## src/omsc_pkg.sv

```systemverilog
package omsc_pkg;

    // register addresses, low 16 bits
    localparam logic [15:0] MODE_READBACK_ADDR = 16'hfff1;
    localparam logic [15:0] SYS_CTRL_ADDR      = 16'hfff2;
    localparam logic [15:0] AREA_WIDTH_ADDR    = 16'hffe0;
    localparam logic [15:0] AREA_WAIT_ADDR     = 16'hffe1;

    // system control fields and reset value
    localparam logic [7:0] SYS_CTRL_RESET = 8'h0b;
    localparam logic [7:0] SYS_CTRL_WMASK = 8'hfd;
    localparam logic [7:0] SYS_CTRL_ONES  = 8'h02;
    localparam int         SC_STBY_BIT    = 7;
    localparam int         SC_WAIT_LSB    = 4;
    localparam int         SC_UFE_BIT     = 3;
    localparam int         SC_NMI_BIT     = 2;
    localparam int         SC_RAM_BIT     = 0;

    // mode readback fixed bits
    localparam logic [7:0] MODE_RB_FIXED  = 8'hc0;

    // area control reset values
    localparam logic [7:0] AREA_ALL_WIDE  = 8'hff;
    localparam logic [7:0] AREA_ALL_NARROW = 8'h00;
    localparam logic [7:0] AREA_WAIT_RESET = 8'hff;

    // access lengths in states
    localparam logic [1:0] MEM_STATES     = 2'h2;
    localparam logic [1:0] PERIPH_STATES  = 2'h3;
    localparam logic [1:0] EXT_FAST_STATES = 2'h2;
    localparam logic [1:0] EXT_SLOW_STATES = 2'h3;

    // timing: one state is one clock period
    localparam int         CLK_PERIOD_NS  = 50;
    localparam int         WAIT_BASE_STATES = 8192;
    localparam logic [2:0] WAIT_CODE_MAX  = 3'h4;
    localparam int         SETTLE_MIN_MS  = 8;
    localparam int         SETTLE_MIN_CYC = (SETTLE_MIN_MS * 1000000 + CLK_PERIOD_NS - 1) / CLK_PERIOD_NS;

    // power states, gray along standby-settle-run-sleep
    typedef enum logic [1:0] {
        PWR_RUN     = 2'h0,
        PWR_SLEEP   = 2'h1,
        PWR_STANDBY = 2'h3,
        PWR_SETTLE  = 2'h2
    } omsc_pwr_e;

    // access target
    typedef enum logic [1:0] {
        SP_MEM    = 2'h0,
        SP_PERIPH = 2'h1,
        SP_EXT    = 2'h2
    } omsc_space_e;

    // address space size
    typedef enum logic [1:0] {
        AS_NONE = 2'h0,
        AS_64K  = 2'h1,
        AS_1M   = 2'h2,
        AS_16M  = 2'h3
    } omsc_asz_e;

    // access request carrier
    typedef struct packed {
        logic        req;
        omsc_space_e space;
        logic [2:0]  area;
        logic        reg16;
    } omsc_acc_s;

    // decoded mode carrier
    typedef struct packed {
        logic      valid;
        logic      expanded;
        logic      rom_en;
        logic      init16;
        omsc_asz_e asz;
    } omsc_mode_s;

    // strap decode
    function automatic omsc_mode_s omsc_decode_mode(input logic [2:0] pins);
        omsc_mode_s m;
        m = '{valid: 1'b1, expanded: 1'b1, rom_en: 1'b0, init16: 1'b0, asz: AS_1M};
        case (pins)
            3'h1: m.init16 = 1'b0;
            3'h2: m.init16 = 1'b1;
            3'h3: m.asz = AS_16M;
            3'h4: begin
                m.asz    = AS_16M;
                m.init16 = 1'b1;
            end
            3'h5: m.rom_en = 1'b1;
            3'h6: begin
                m.expanded = 1'b0;
                m.rom_en   = 1'b1;
                m.asz      = AS_64K;
            end
            3'h7: begin
                m.expanded = 1'b0;
                m.rom_en   = 1'b1;
            end
            default: m = '{valid: 1'b0, expanded: 1'b0, rom_en: 1'b0, init16: 1'b0, asz: AS_NONE};
        endcase
        return m;
    endfunction

endpackage

```

## src/omsc_state_ctr.sv

```systemverilog
`timescale 1ns/1ns
module omsc_state_ctr
    import omsc_pkg::*;
(
    // clock and reset
    input  wire logic       clk_in,
    input  wire logic       srst_in,
    // access start and length
    input  wire logic       start_in,
    input  wire logic [1:0] len_in,
    // progress
    output logic            busy_out,
    output logic            last_out
);

    // counter state
    typedef struct packed {
        logic       active;
        logic [1:0] cnt;
        logic [1:0] len;
    } omsc_ctr_s;

    omsc_ctr_s q_reg;     // registered state
    omsc_ctr_s q_next;    // next state

    // one count per state of the cycle
    always_comb begin
        q_next = q_reg;
        if (start_in) begin
            q_next.active = 1'b1;
            q_next.cnt    = 2'h1;
            q_next.len    = len_in;
        end else if (q_reg.active) begin
            if (q_reg.cnt == q_reg.len) begin
                q_next.active = 1'b0;
            end else begin
                q_next.cnt = q_reg.cnt + 2'h1;
            end
        end
    end

    // state register
    always_ff @(posedge clk_in) begin
        if (srst_in) begin
            q_reg <= '0;
        end else begin
            q_reg <= q_next;
        end
    end

    assign busy_out = q_reg.active;
    assign last_out = q_reg.active && (q_reg.cnt == q_reg.len);
endmodule

```

## src/omsc_ctrl.sv

```systemverilog
// Contract
// - a state is one clock; cycles 2-3
// - on-chip memory: two states, 16-bit path
// - peripheral registers: three states, 8/16-bit path
// - eight areas, each width and states
// - strap pattern picks mode; zero unused
// - initial bus width set by mode
// - address space size set by mode
// - ROM and external access set by mode
// - RAM disabled routes to external space
// - external bus wide if any area wide
// - readback: 11, 000, then strap levels
// - straps latched when readback is read
// - standby bit picks sleep or standby
// - standby bit survives wake; software clears
// - wait code picks settle length
// - wait selected states after standby exit
// - bit 3 steers the user flag
// - control register resets to 0x0b
// - user flag mask when 0, flag when 1
// - bit 2 picks NMI edge
// - bit 0 enables RAM, reset sets it
// - bit 1 reads as one
//
// Strobed register access is this design's own decision.
`timescale 1ns/1ns
module omsc_ctrl
    import omsc_pkg::*;
#(
    parameter int WAIT_BASE = WAIT_BASE_STATES    // shortest settle, in states
)
(
    // clock and reset
    input  wire logic        MCLK_IN,
    input  wire logic        SRST_IN,
    // register port
    input  wire logic [15:0] REG_ADDR_IN,
    input  wire logic [7:0]  REG_WDATA_IN,
    input  wire logic        REG_WR_IN,
    input  wire logic        REG_RD_IN,
    output logic      [7:0]  REG_RDATA_OUT,
    // mode straps
    input  wire logic [2:0]  MODE_STRAP_PINS_IN,
    // power control
    input  wire logic        SLEEP_REQ_IN,
    input  wire logic        WAKE_IRQ_IN,
    input  wire logic        EXT_IRQ_IN,
    output omsc_pwr_e        PWR_STATE_OUT,
    output logic             WAIT_SHORT_OUT,
    // access timing
    input  wire omsc_acc_s   ACC_IN,
    output logic             ACC_BUSY_OUT,
    output logic             ACC_DONE_OUT,
    output logic             ACC_WIDE_OUT,
    // mode and control outputs
    output omsc_mode_s       MODE_CFG_OUT,
    output logic             EXT_BUS16_OUT,
    output logic             RAM_EN_OUT,
    output logic             RAM_TO_EXT_OUT,
    output logic             USER_FLAG_MASK_OUT,
    output logic             NMI_RISING_OUT
);

    // whole block state
    typedef struct packed {
        omsc_pwr_e   pwr;
        logic [7:0]  sysctl;
        logic [7:0]  area_w;
        logic [7:0]  area_t;
        logic [7:0]  rdata;
        logic [17:0] settle_cnt;
        omsc_mode_s  cfg;
        logic        ext16;
        logic        ram_ext;
        logic        wait_short;
        logic        acc_wide;
        logic        acc_done;
        logic        ufmask;
    } omsc_state_s;

    omsc_state_s q_reg;     // registered state
    omsc_state_s q_next;    // next state
    omsc_state_s q_rst;     // value loaded under reset

    omsc_mode_s  strap_cfg;     // live strap decode
    logic [2:0]  wait_code;     // saturated wait code
    logic [17:0] wait_cycles;   // selected settle length
    logic        acc_start;     // access taken this cycle
    logic [1:0]  acc_len;       // states of the taken access
    logic        ctr_busy;      // access cycle running
    logic        ctr_last;      // last state of the cycle

    // strap decode, straps assumed steady
    assign strap_cfg = omsc_decode_mode(MODE_STRAP_PINS_IN);

    // settle length: codes above 100 saturate
    always_comb begin
        wait_code = q_reg.sysctl[SC_WAIT_LSB +: 3];
        if (wait_code > WAIT_CODE_MAX) begin
            wait_code = WAIT_CODE_MAX;
        end
        wait_cycles = 18'(WAIT_BASE) << wait_code;
    end

    // reset image; area widths follow the mode
    always_comb begin
        q_rst        = '0;
        q_rst.pwr    = PWR_RUN;
        q_rst.sysctl = SYS_CTRL_RESET;
        q_rst.cfg    = strap_cfg;
        q_rst.area_t = AREA_WAIT_RESET;
        // wide areas from reset already make a wide bus
        q_rst.ext16  = strap_cfg.expanded && strap_cfg.init16;
        q_rst.ufmask = !SYS_CTRL_RESET[SC_UFE_BIT];
        if (strap_cfg.init16) begin
            q_rst.area_w = AREA_ALL_WIDE;
        end else begin
            q_rst.area_w = AREA_ALL_NARROW;
        end
    end

    // access start and length
    always_comb begin
        acc_start = ACC_IN.req && !ctr_busy;
        case (ACC_IN.space)
            SP_MEM:    acc_len = MEM_STATES;
            SP_PERIPH: acc_len = PERIPH_STATES;
            SP_EXT: begin
                if (q_reg.area_t[ACC_IN.area]) begin
                    acc_len = EXT_SLOW_STATES;
                end else begin
                    acc_len = EXT_FAST_STATES;
                end
            end
            default:   acc_len = PERIPH_STATES;
        endcase
    end

    // next state
    always_comb begin
        q_next          = q_reg;
        q_next.rdata    = 8'h00;
        q_next.acc_done = ctr_last;
        q_next.cfg      = strap_cfg;
        // data bus width across areas
        q_next.ext16    = q_reg.cfg.expanded && (|q_reg.area_w);
        // disabled RAM hands its range to the external bus
        q_next.ram_ext  = q_reg.cfg.expanded && !q_reg.sysctl[SC_RAM_BIT];
        q_next.wait_short = 32'(wait_cycles) < SETTLE_MIN_CYC;

        // register reads
        if (REG_RD_IN) begin
            case (REG_ADDR_IN)
                MODE_READBACK_ADDR: begin
                    q_next.rdata      = MODE_RB_FIXED | {5'h00, MODE_STRAP_PINS_IN};
                end
                SYS_CTRL_ADDR:   q_next.rdata = q_reg.sysctl | SYS_CTRL_ONES;
                AREA_WIDTH_ADDR: q_next.rdata = q_reg.area_w;
                AREA_WAIT_ADDR:  q_next.rdata = q_reg.area_t;
                default:         q_next.rdata = 8'h00;          // unmapped reads zero
            endcase
        end

        // register writes; readback ignores them
        if (REG_WR_IN) begin
            case (REG_ADDR_IN)
                SYS_CTRL_ADDR: begin
                    q_next.sysctl = (REG_WDATA_IN & SYS_CTRL_WMASK) | SYS_CTRL_ONES;
                end
                AREA_WIDTH_ADDR: q_next.area_w = REG_WDATA_IN;
                AREA_WAIT_ADDR:  q_next.area_t = REG_WDATA_IN;
                default: begin
                end
            endcase
        end

        // user flag role, registered beside the control bits
        q_next.ufmask = !q_next.sysctl[SC_UFE_BIT];

        // data path width of the taken access
        if (acc_start) begin
            case (ACC_IN.space)
                SP_MEM:    q_next.acc_wide = 1'b1;
                SP_PERIPH: q_next.acc_wide = ACC_IN.reg16;
                default:   q_next.acc_wide = q_reg.ext16 && q_reg.area_w[ACC_IN.area];
            endcase
        end

        // power states
        case (q_reg.pwr)
            PWR_RUN: begin
                if (SLEEP_REQ_IN) begin
                    if (q_reg.sysctl[SC_STBY_BIT]) begin
                        q_next.pwr = PWR_STANDBY;
                    end else begin
                        q_next.pwr = PWR_SLEEP;
                    end
                end
            end
            PWR_SLEEP: begin
                if (WAKE_IRQ_IN) begin
                    q_next.pwr = PWR_RUN;
                end
            end
            PWR_STANDBY: begin
                // RAM enable is kept through standby
                if (EXT_IRQ_IN) begin
                    q_next.pwr        = PWR_SETTLE;
                    q_next.settle_cnt = wait_cycles - 18'h00001;
                end
            end
            PWR_SETTLE: begin
                // standby bit is left set on the way out
                if (q_reg.settle_cnt == 18'h00000) begin
                    q_next.pwr = PWR_RUN;
                end else begin
                    q_next.settle_cnt = q_reg.settle_cnt - 18'h00001;
                end
            end
            default: q_next.pwr = PWR_RUN;
        endcase
    end

    // state register
    always_ff @(posedge MCLK_IN) begin
        if (SRST_IN) begin
            q_reg <= q_rst;
        end else begin
            q_reg <= q_next;
        end
    end

    // state timer for access cycles
    omsc_state_ctr u_ctr (
        .clk_in   (MCLK_IN),
        .srst_in  (SRST_IN),
        .start_in (acc_start),
        .len_in   (acc_len),
        .busy_out (ctr_busy),
        .last_out (ctr_last)
    );

    // outputs from flops
    assign REG_RDATA_OUT      = q_reg.rdata;
    assign PWR_STATE_OUT      = q_reg.pwr;
    assign WAIT_SHORT_OUT     = q_reg.wait_short;
    assign ACC_BUSY_OUT       = ctr_busy;
    assign ACC_DONE_OUT       = q_reg.acc_done;
    assign ACC_WIDE_OUT       = q_reg.acc_wide;
    assign MODE_CFG_OUT       = q_reg.cfg;
    assign EXT_BUS16_OUT      = q_reg.ext16;
    assign RAM_EN_OUT         = q_reg.sysctl[SC_RAM_BIT];
    assign RAM_TO_EXT_OUT     = q_reg.ram_ext;
    assign USER_FLAG_MASK_OUT = q_reg.ufmask;
    assign NMI_RISING_OUT     = q_reg.sysctl[SC_NMI_BIT];
endmodule

```

## config.mk

```make
export PLATFORM = sky130hd
export DESIGN_NAME = omsc_ctrl
export DESIGN_NICKNAME = d
export VERILOG_FILES = /design/src/omsc_pkg.sv /design/src/omsc_state_ctr.sv /design/src/omsc_ctrl.sv
export SDC_FILE = /design/constraint.sdc
export NUM_CORES = 1
export LEC_CHECK = 0
export BUFFER_PORTS_ARGS = -buffer_cell sky130_fd_sc_hd__buf_2
export CAP_MARGIN = 20
export CORE_MARGIN = 1.5
export CORE_UTILIZATION = 35
export CTS_BUF_LIST = sky130_fd_sc_hd__clkbuf_16
export CTS_CLUSTER_SIZE = 20
export DETAILED_ROUTE_END_ITERATION = 7
export PLACE_DENSITY = 0.58
export SLEW_MARGIN = 15
export SYNTH_ARGS = -nofsm -noshare
export SYNTH_HDL_FRONTEND = slang
export SYNTH_SLANG_ARGS = --single-unit
```

## constraint.sdc

```tcl
create_clock -name MCLK_IN -period 2.4 [get_ports MCLK_IN]
set_input_delay 0.12 -clock MCLK_IN [delete_from_list [all_inputs] [get_ports MCLK_IN]]
set_output_delay 0.12 -clock MCLK_IN [all_outputs]
set_load 0.05 [all_outputs]
```

# Word level (Yosys, flattened, before mapping)
# Cells that the tools add are included.
[word_totals] regBits=68 out_inout_bits=25 elab_cells=121
[classes] n_addsub=3 magnitude_cmp=3 n_eq_ne=23 shift=1 mux=35 bitwise_logic=2 reduce_logical=32
[ops] op="== test 16 bit, second input constant" count=4
[ops] op="2-to-1 mux 54 bit" count=1
[ops] op="2-to-1 mux 18 bit" count=2
[ops] op="case mux 18 bit (2 select lines)" count=1
[ops] op="subtractor 18 x 1 -> 18 bit, second input constant" count=2
[ops] op="2-to-1 mux 8 bit" count=4
[ops] op="case mux 8 bit (4 select lines)" count=1
[ops] op="2-to-1 mux 20 bit" count=1
[ops] op="zero test 18 bit" count=1
[ops] op="< comparator 18 bit, second input constant" count=1
[ops] op="left shift 14 x 3 -> 18 bit, first input constant" count=1
[ops] op="== test 3 bit, second input constant" count=4
[ops] op="2-to-1 mux 2 bit" count=6
[ops] op="!= test 2 bit, second input constant" count=6
[ops] op="AND reduction 2 bit" count=5
[ops] op="2-to-1 mux 1 bit" count=9
[ops] op="2-to-1 mux 3 bit" count=3
[ops] op="case mux 2 bit (4 select lines)" count=1
[ops] op="nonzero test 2 bit" count=4
[ops] op="OR reduction 2 bit" count=4
[ops] op="OR reduction 8 bit" count=1
[ops] op="OR reduction 7 bit" count=1
[ops] op="binary-select mux 1 bit (select 3 bit)" count=2
[ops] op="== test 2 bit, second input constant" count=3
[ops] op="19 further kinds" count=31

# Longest topological paths before layout
[logic_depth] depth_word=7 mapped_depth=12 ltp_nobuf=8

# Modules after synthesis
# Synthesis repeated with hierarchy kept, for this count alone.
[unflattened] cells_unflattened=361 area_unflattened_um2=3393.3
[modules_own_cells] module="omsc_ctrl" n_inst=1 cells_per_inst=336 area_per_inst_um2=3159.3 seq_area_each_um2=1341.3
[modules_own_cells] module="omsc_state_ctr" n_inst=1 cells_per_inst=25 area_per_inst_um2=234.0 seq_area_each_um2=100.1

# Worst setup path before layout
# Ideal clock, no wire load.
[synth_path] path_kind="reg-to-reg" from="register q_reg, in the netlist PWR_STATE_OUT[1]" to="register q_reg[28] (netlist name)" setup_ns=0.128 t_arrival_ns=2.152 required_time_ns=2.272 slack_ns=0.120 stages_incl_launch_ff=13 path_buffers=4 period_less_slack_ns=2.280 cell_sequence="dfxtp_1 > nor2b_1 > clkbuf_1 > buf_4 > clkbuf_1 > nand2_1 > ha_1 > clkbuf_1 > inv_1 > a221oi_1 > xnor2_1 > a32oi_1 > nor2_1"
[synth_between] elab_chain_cells=3 elab_cells_between_ends=7 cone_classes="eq/ne: 4; mux: 1; reduce/logical: 2"
[synth_lines] element="start: declaration" line="omsc_ctrl.sv:81" source="omsc_state_s q_reg;"
[synth_lines] element="start signal: assignment" line="omsc_ctrl.sv:227" source="q_reg <= q_rst;"
[synth_lines] element="start signal: assignment" line="omsc_ctrl.sv:229" source="q_reg <= q_next;"
[synth_lines] element="== test 2 bit" line="omsc_ctrl.sv:190" source="case (q_reg.pwr)"
[synth_lines] element="!= test 2 bit (no source line) or nonzero test 2 bit (tied branches)"
[synth_lines] element="AND reduction 3 bit (no source line)"
# Parallel ways exist; a longest one is shown, timed or not.
# A chain may end at the register's enable or synchronous reset.

# Final worst setup path
[layout_path] from="register q_reg, in the netlist PWR_STATE_OUT[0]" to="register q_reg[18] (netlist name)"
# The elaborated chain is that of the path after synthesis.

==> key figures <==
Global route
  – Number of global-route vias before repair: 2806
  – Antenna violations before repair: 0
  – Largest net degree at the start of global routing: 31
  – GRT Util Overall: 0.170
  – First-pass GRT wire length: 13.7 mm
  – Gr ovfl total: 0

Clocking
  – Clock buffer depth: 2
  – Reg clk slew, reported paths: 0.06 ns
  – Post-CTS Hold Buffers: 0
  – Cts repair resizes: 0
  – Setup bufs post-CTS: 0
  – Clock H-tree levels: 3
  – Clock Sinks: 68
  – CTS buffer count: 9
  – Clk_lat worst skew: 0.33 ns
  – Root Buffer: clkbuf_16
  – CTS tree: done

Setup path
  – CP Buf/Inv Count: 0
  – Worst Path Class, Setup: register to register
  – CP Cell Sequence: nor2b_1 > nand2_1 > ha_1 > nand3_1 > a211oi_1 > mux2_2 > a21oi_1
  – Worst path max stage delay: 0.46 ns
  – CP Data Arrival Time: 2.36 ns
  – Startpoint types: register
  – R2R cell count: 7
  – Worst R2R Start: PWR_STATE_OUT[0]
  – Required @ worst endpoint: 2.66 ns
  – Crit path max-delay family: flip-flops
  – Reg-to-Reg End: q_reg[18]
  – Crit path max fanout: 11
  – Slowest cell on crit path: dfxtp_1
  – Crit path capture type: register
  – Reg2Reg Setup Slack: 0.30 ns

Yosys
  – Mapped Nets: 425
  – Mapped Avg Cell Area: 9.05 sq um
  – Ys async rst share: 0
  – Mapped Area: 0.00347 sq mm
  – Post-synth top area share: 0.346
  – EDFF count, synth: 8
  – Synth area leader: dfxtp_1
  – Synth top area cells: dfxtp_1 (35%), edfxtp_1 (6.9%), nor2_1 (6.4%), mux2i_1 (4.9%), buf_4 (3.7%)
  – Predominant post-synthesis flop cell: dfxtp_1
  – Unique masters post-synth: 58
  – Synth warnings: 0
  – Gate Count Post-Synth: 383
  – Yosys reg bits: 68
  – Post-synthesis sequential area ratio: 0.416

Finish
  – Final std cells w/o fill: 570
  – Final nets: 474
  – Most frequent cells in the layout: buf_2 (65), dfxtp_1 (60), nor2_1 (59)
  – N_diodes: 0
  – Layout cells sized above 1: 0.254
  – Synth-to-layout area growth: 18.2%
  – Max FFs per register: 39
  – Commonest non-fill, non-tap cell in the layout: buf_2

Die
  – Die area: 0.0105 sq mm
  – IO Count: 66
  – Initial Util: 0.358
  – Core Area: 0.00968 sq mm
  – Die Height: 103 um
  – Rows: 36
  – Die X: 103 um

Worst hold path
  – Hold WC Path Type: input port to register
  – Hold Path Cell Cnt: 2
  – Hold path endpoint: MODE_CFG_OUT[2]
  – Hold_sp: MODE_STRAP_PINS_IN[0]

Drt
  – Antenna Nets Post-Route: 0
  – Drt via density: 5.24
  – Routed vias: 2984
  – Drt first-iter violations: 104
  – Drt total wl: 8.41 mm
  – First-pass detailed-route iteration total: 4
  – Routed wire length per instance: 14.7 um
  – DRC: 0

STA
  – Fin. Hold Viols: 0
  – # setup viols final: 0
  – Fin crit share: 0.873
  – Max-slew headroom: 0.578
  – Fmax: 477 MHz
  – Slew Limit Fails: 0
  – Worst-Margin Slew: 0.633 ns
  – RSZ-0062 raised after global routing: no
  – TNS Setup: 0 ns
  – Crit path time final: 2.10 ns
  – Post-Route Skew: 0.00507 ns

Flow run
  – Max cap viols: 0

Placed design
  – RD Place Congestion: 0.865
  – # placed instances: 554
  – I/O Buffers: 65
  – HPWL reported at the end of detailed placement: 6.28 mm

Power and ir drop
  – Switching Share: 0.262
  – Internal cell power: 2.06 mW
  – Combinational power share: 0.087
  – Tot Pwr: 2.79 mW
  – Clock share of power: 0.477
  – Reg power frac: 0.436
  – Power per cell area: 680 mW/mm^2
  – Sw power: 728 uW
  – LEAKAGE: 1.73 nW
  – Worst VDD drop: 295 uV

Outcome
  – Outcome: finished clean
## synthesized netlist by cell type (6+ instances only)
cell	n
nand4_1	6
nand3_1	11
nand2_1	25
mux2i_1	17
nor3_1	12
nor2_1	59
nor4_1	6
a21o_1	9
clkbuf_1	12
o21ai_0	14
a21oi_1	24
dfxtp_1	60
inv_1	9
edfxtp_1	8
buf_4	17
## worst max path at each step
| stage | start | endpoint | slack, ns | cells past startpoint |
|---|---|---|---|---|
| after detailed placement | PWR_STATE_OUT[0] | q_reg[18] | 0.34 | 7 |
| final | PWR_STATE_OUT[0] | q_reg[18] | 0.30 | 7 |
| after global routing | PWR_STATE_OUT[0] | q_reg[18] | 0.09 | 7 |
| after global placement | PWR_STATE_OUT[1] | q_reg[18] | 0.40 | 6 |
| after CTS | PWR_STATE_OUT[0] | q_reg[18] | 0.31 | 7 |
| after floorplan | PWR_STATE_OUT[1] | q_reg[28] | 0.12 | 12 |
## kinds of logic after synthesis
family | Yosys count | share of synthesized area
AO/OA/AOI/OAI | 88 | 0.175
XOR/XNOR | 7 | 0.0177
adder cells (fa/ha/maj) | 1 | 0.00361
buffers and inverters | 43 | 0.0718
flip-flops | 68 | 0.416
multiplexers | 24 | 0.0848
AND/OR/NAND/NOR | 152 | 0.231
## layer usage
metal / up-vias / share of wire / global-route usage
met2: 68 / 0.50 / 0.295
met5: - / 0 / 0
met1: 1415 / 0.43 / 0.198
met4: 0 / 0.023 / 0.0653
met3: 18 / 0.043 / 0.0495
li1: 1483 / - / -
## worst reg2reg max path, cell delays in order, from the launching register on
cell      delay [ns]
dfxtp_1         0.46
nor2b_1         0.15
nand2_1         0.12
ha_1            0.38
nand3_1         0.15
a211oi_1        0.28
mux2_2          0.36
a21oi_1         0.13
## power groups by stage
stage	Combinational, mW	Sequential [mW]	Clock (mW)
after global routing	0.266	1.22	1.42
final	0.242	1.22	1.33
after global placement	0.239	1.24	0
after CTS	0.243	1.22	1.36
after detailed placement	0.242	1.24	0
after floorplan	0.146	1.26	0
## cell type report
cell class              instances  area (sq um)
inverters                       9          33.8
clock buffers                  10           250
clock inverters                 6          52.6
well taps                     133           166
repair buffers                 72           378
multi-input cells             272          1780
flip-flops and latches         68          1440
fillers                       962          5590
## stage by stage
stage	setup slack [ns]	hold WS, ns	instance area [sq um]	util
3_5_place_dp	0.341	0.390	3800	0.392
3_3_place_gp	0.398	0.390	3800	0.392
2_1_floorplan	0.120	0.192	3470	-
4_1_cts	0.314	0.0353	4100	0.423
6_report	0.305	0.0449	4100	0.423
5_1_grt	0.0858	0.0403	4100	0.423
(Power assumes the default switching activity.)
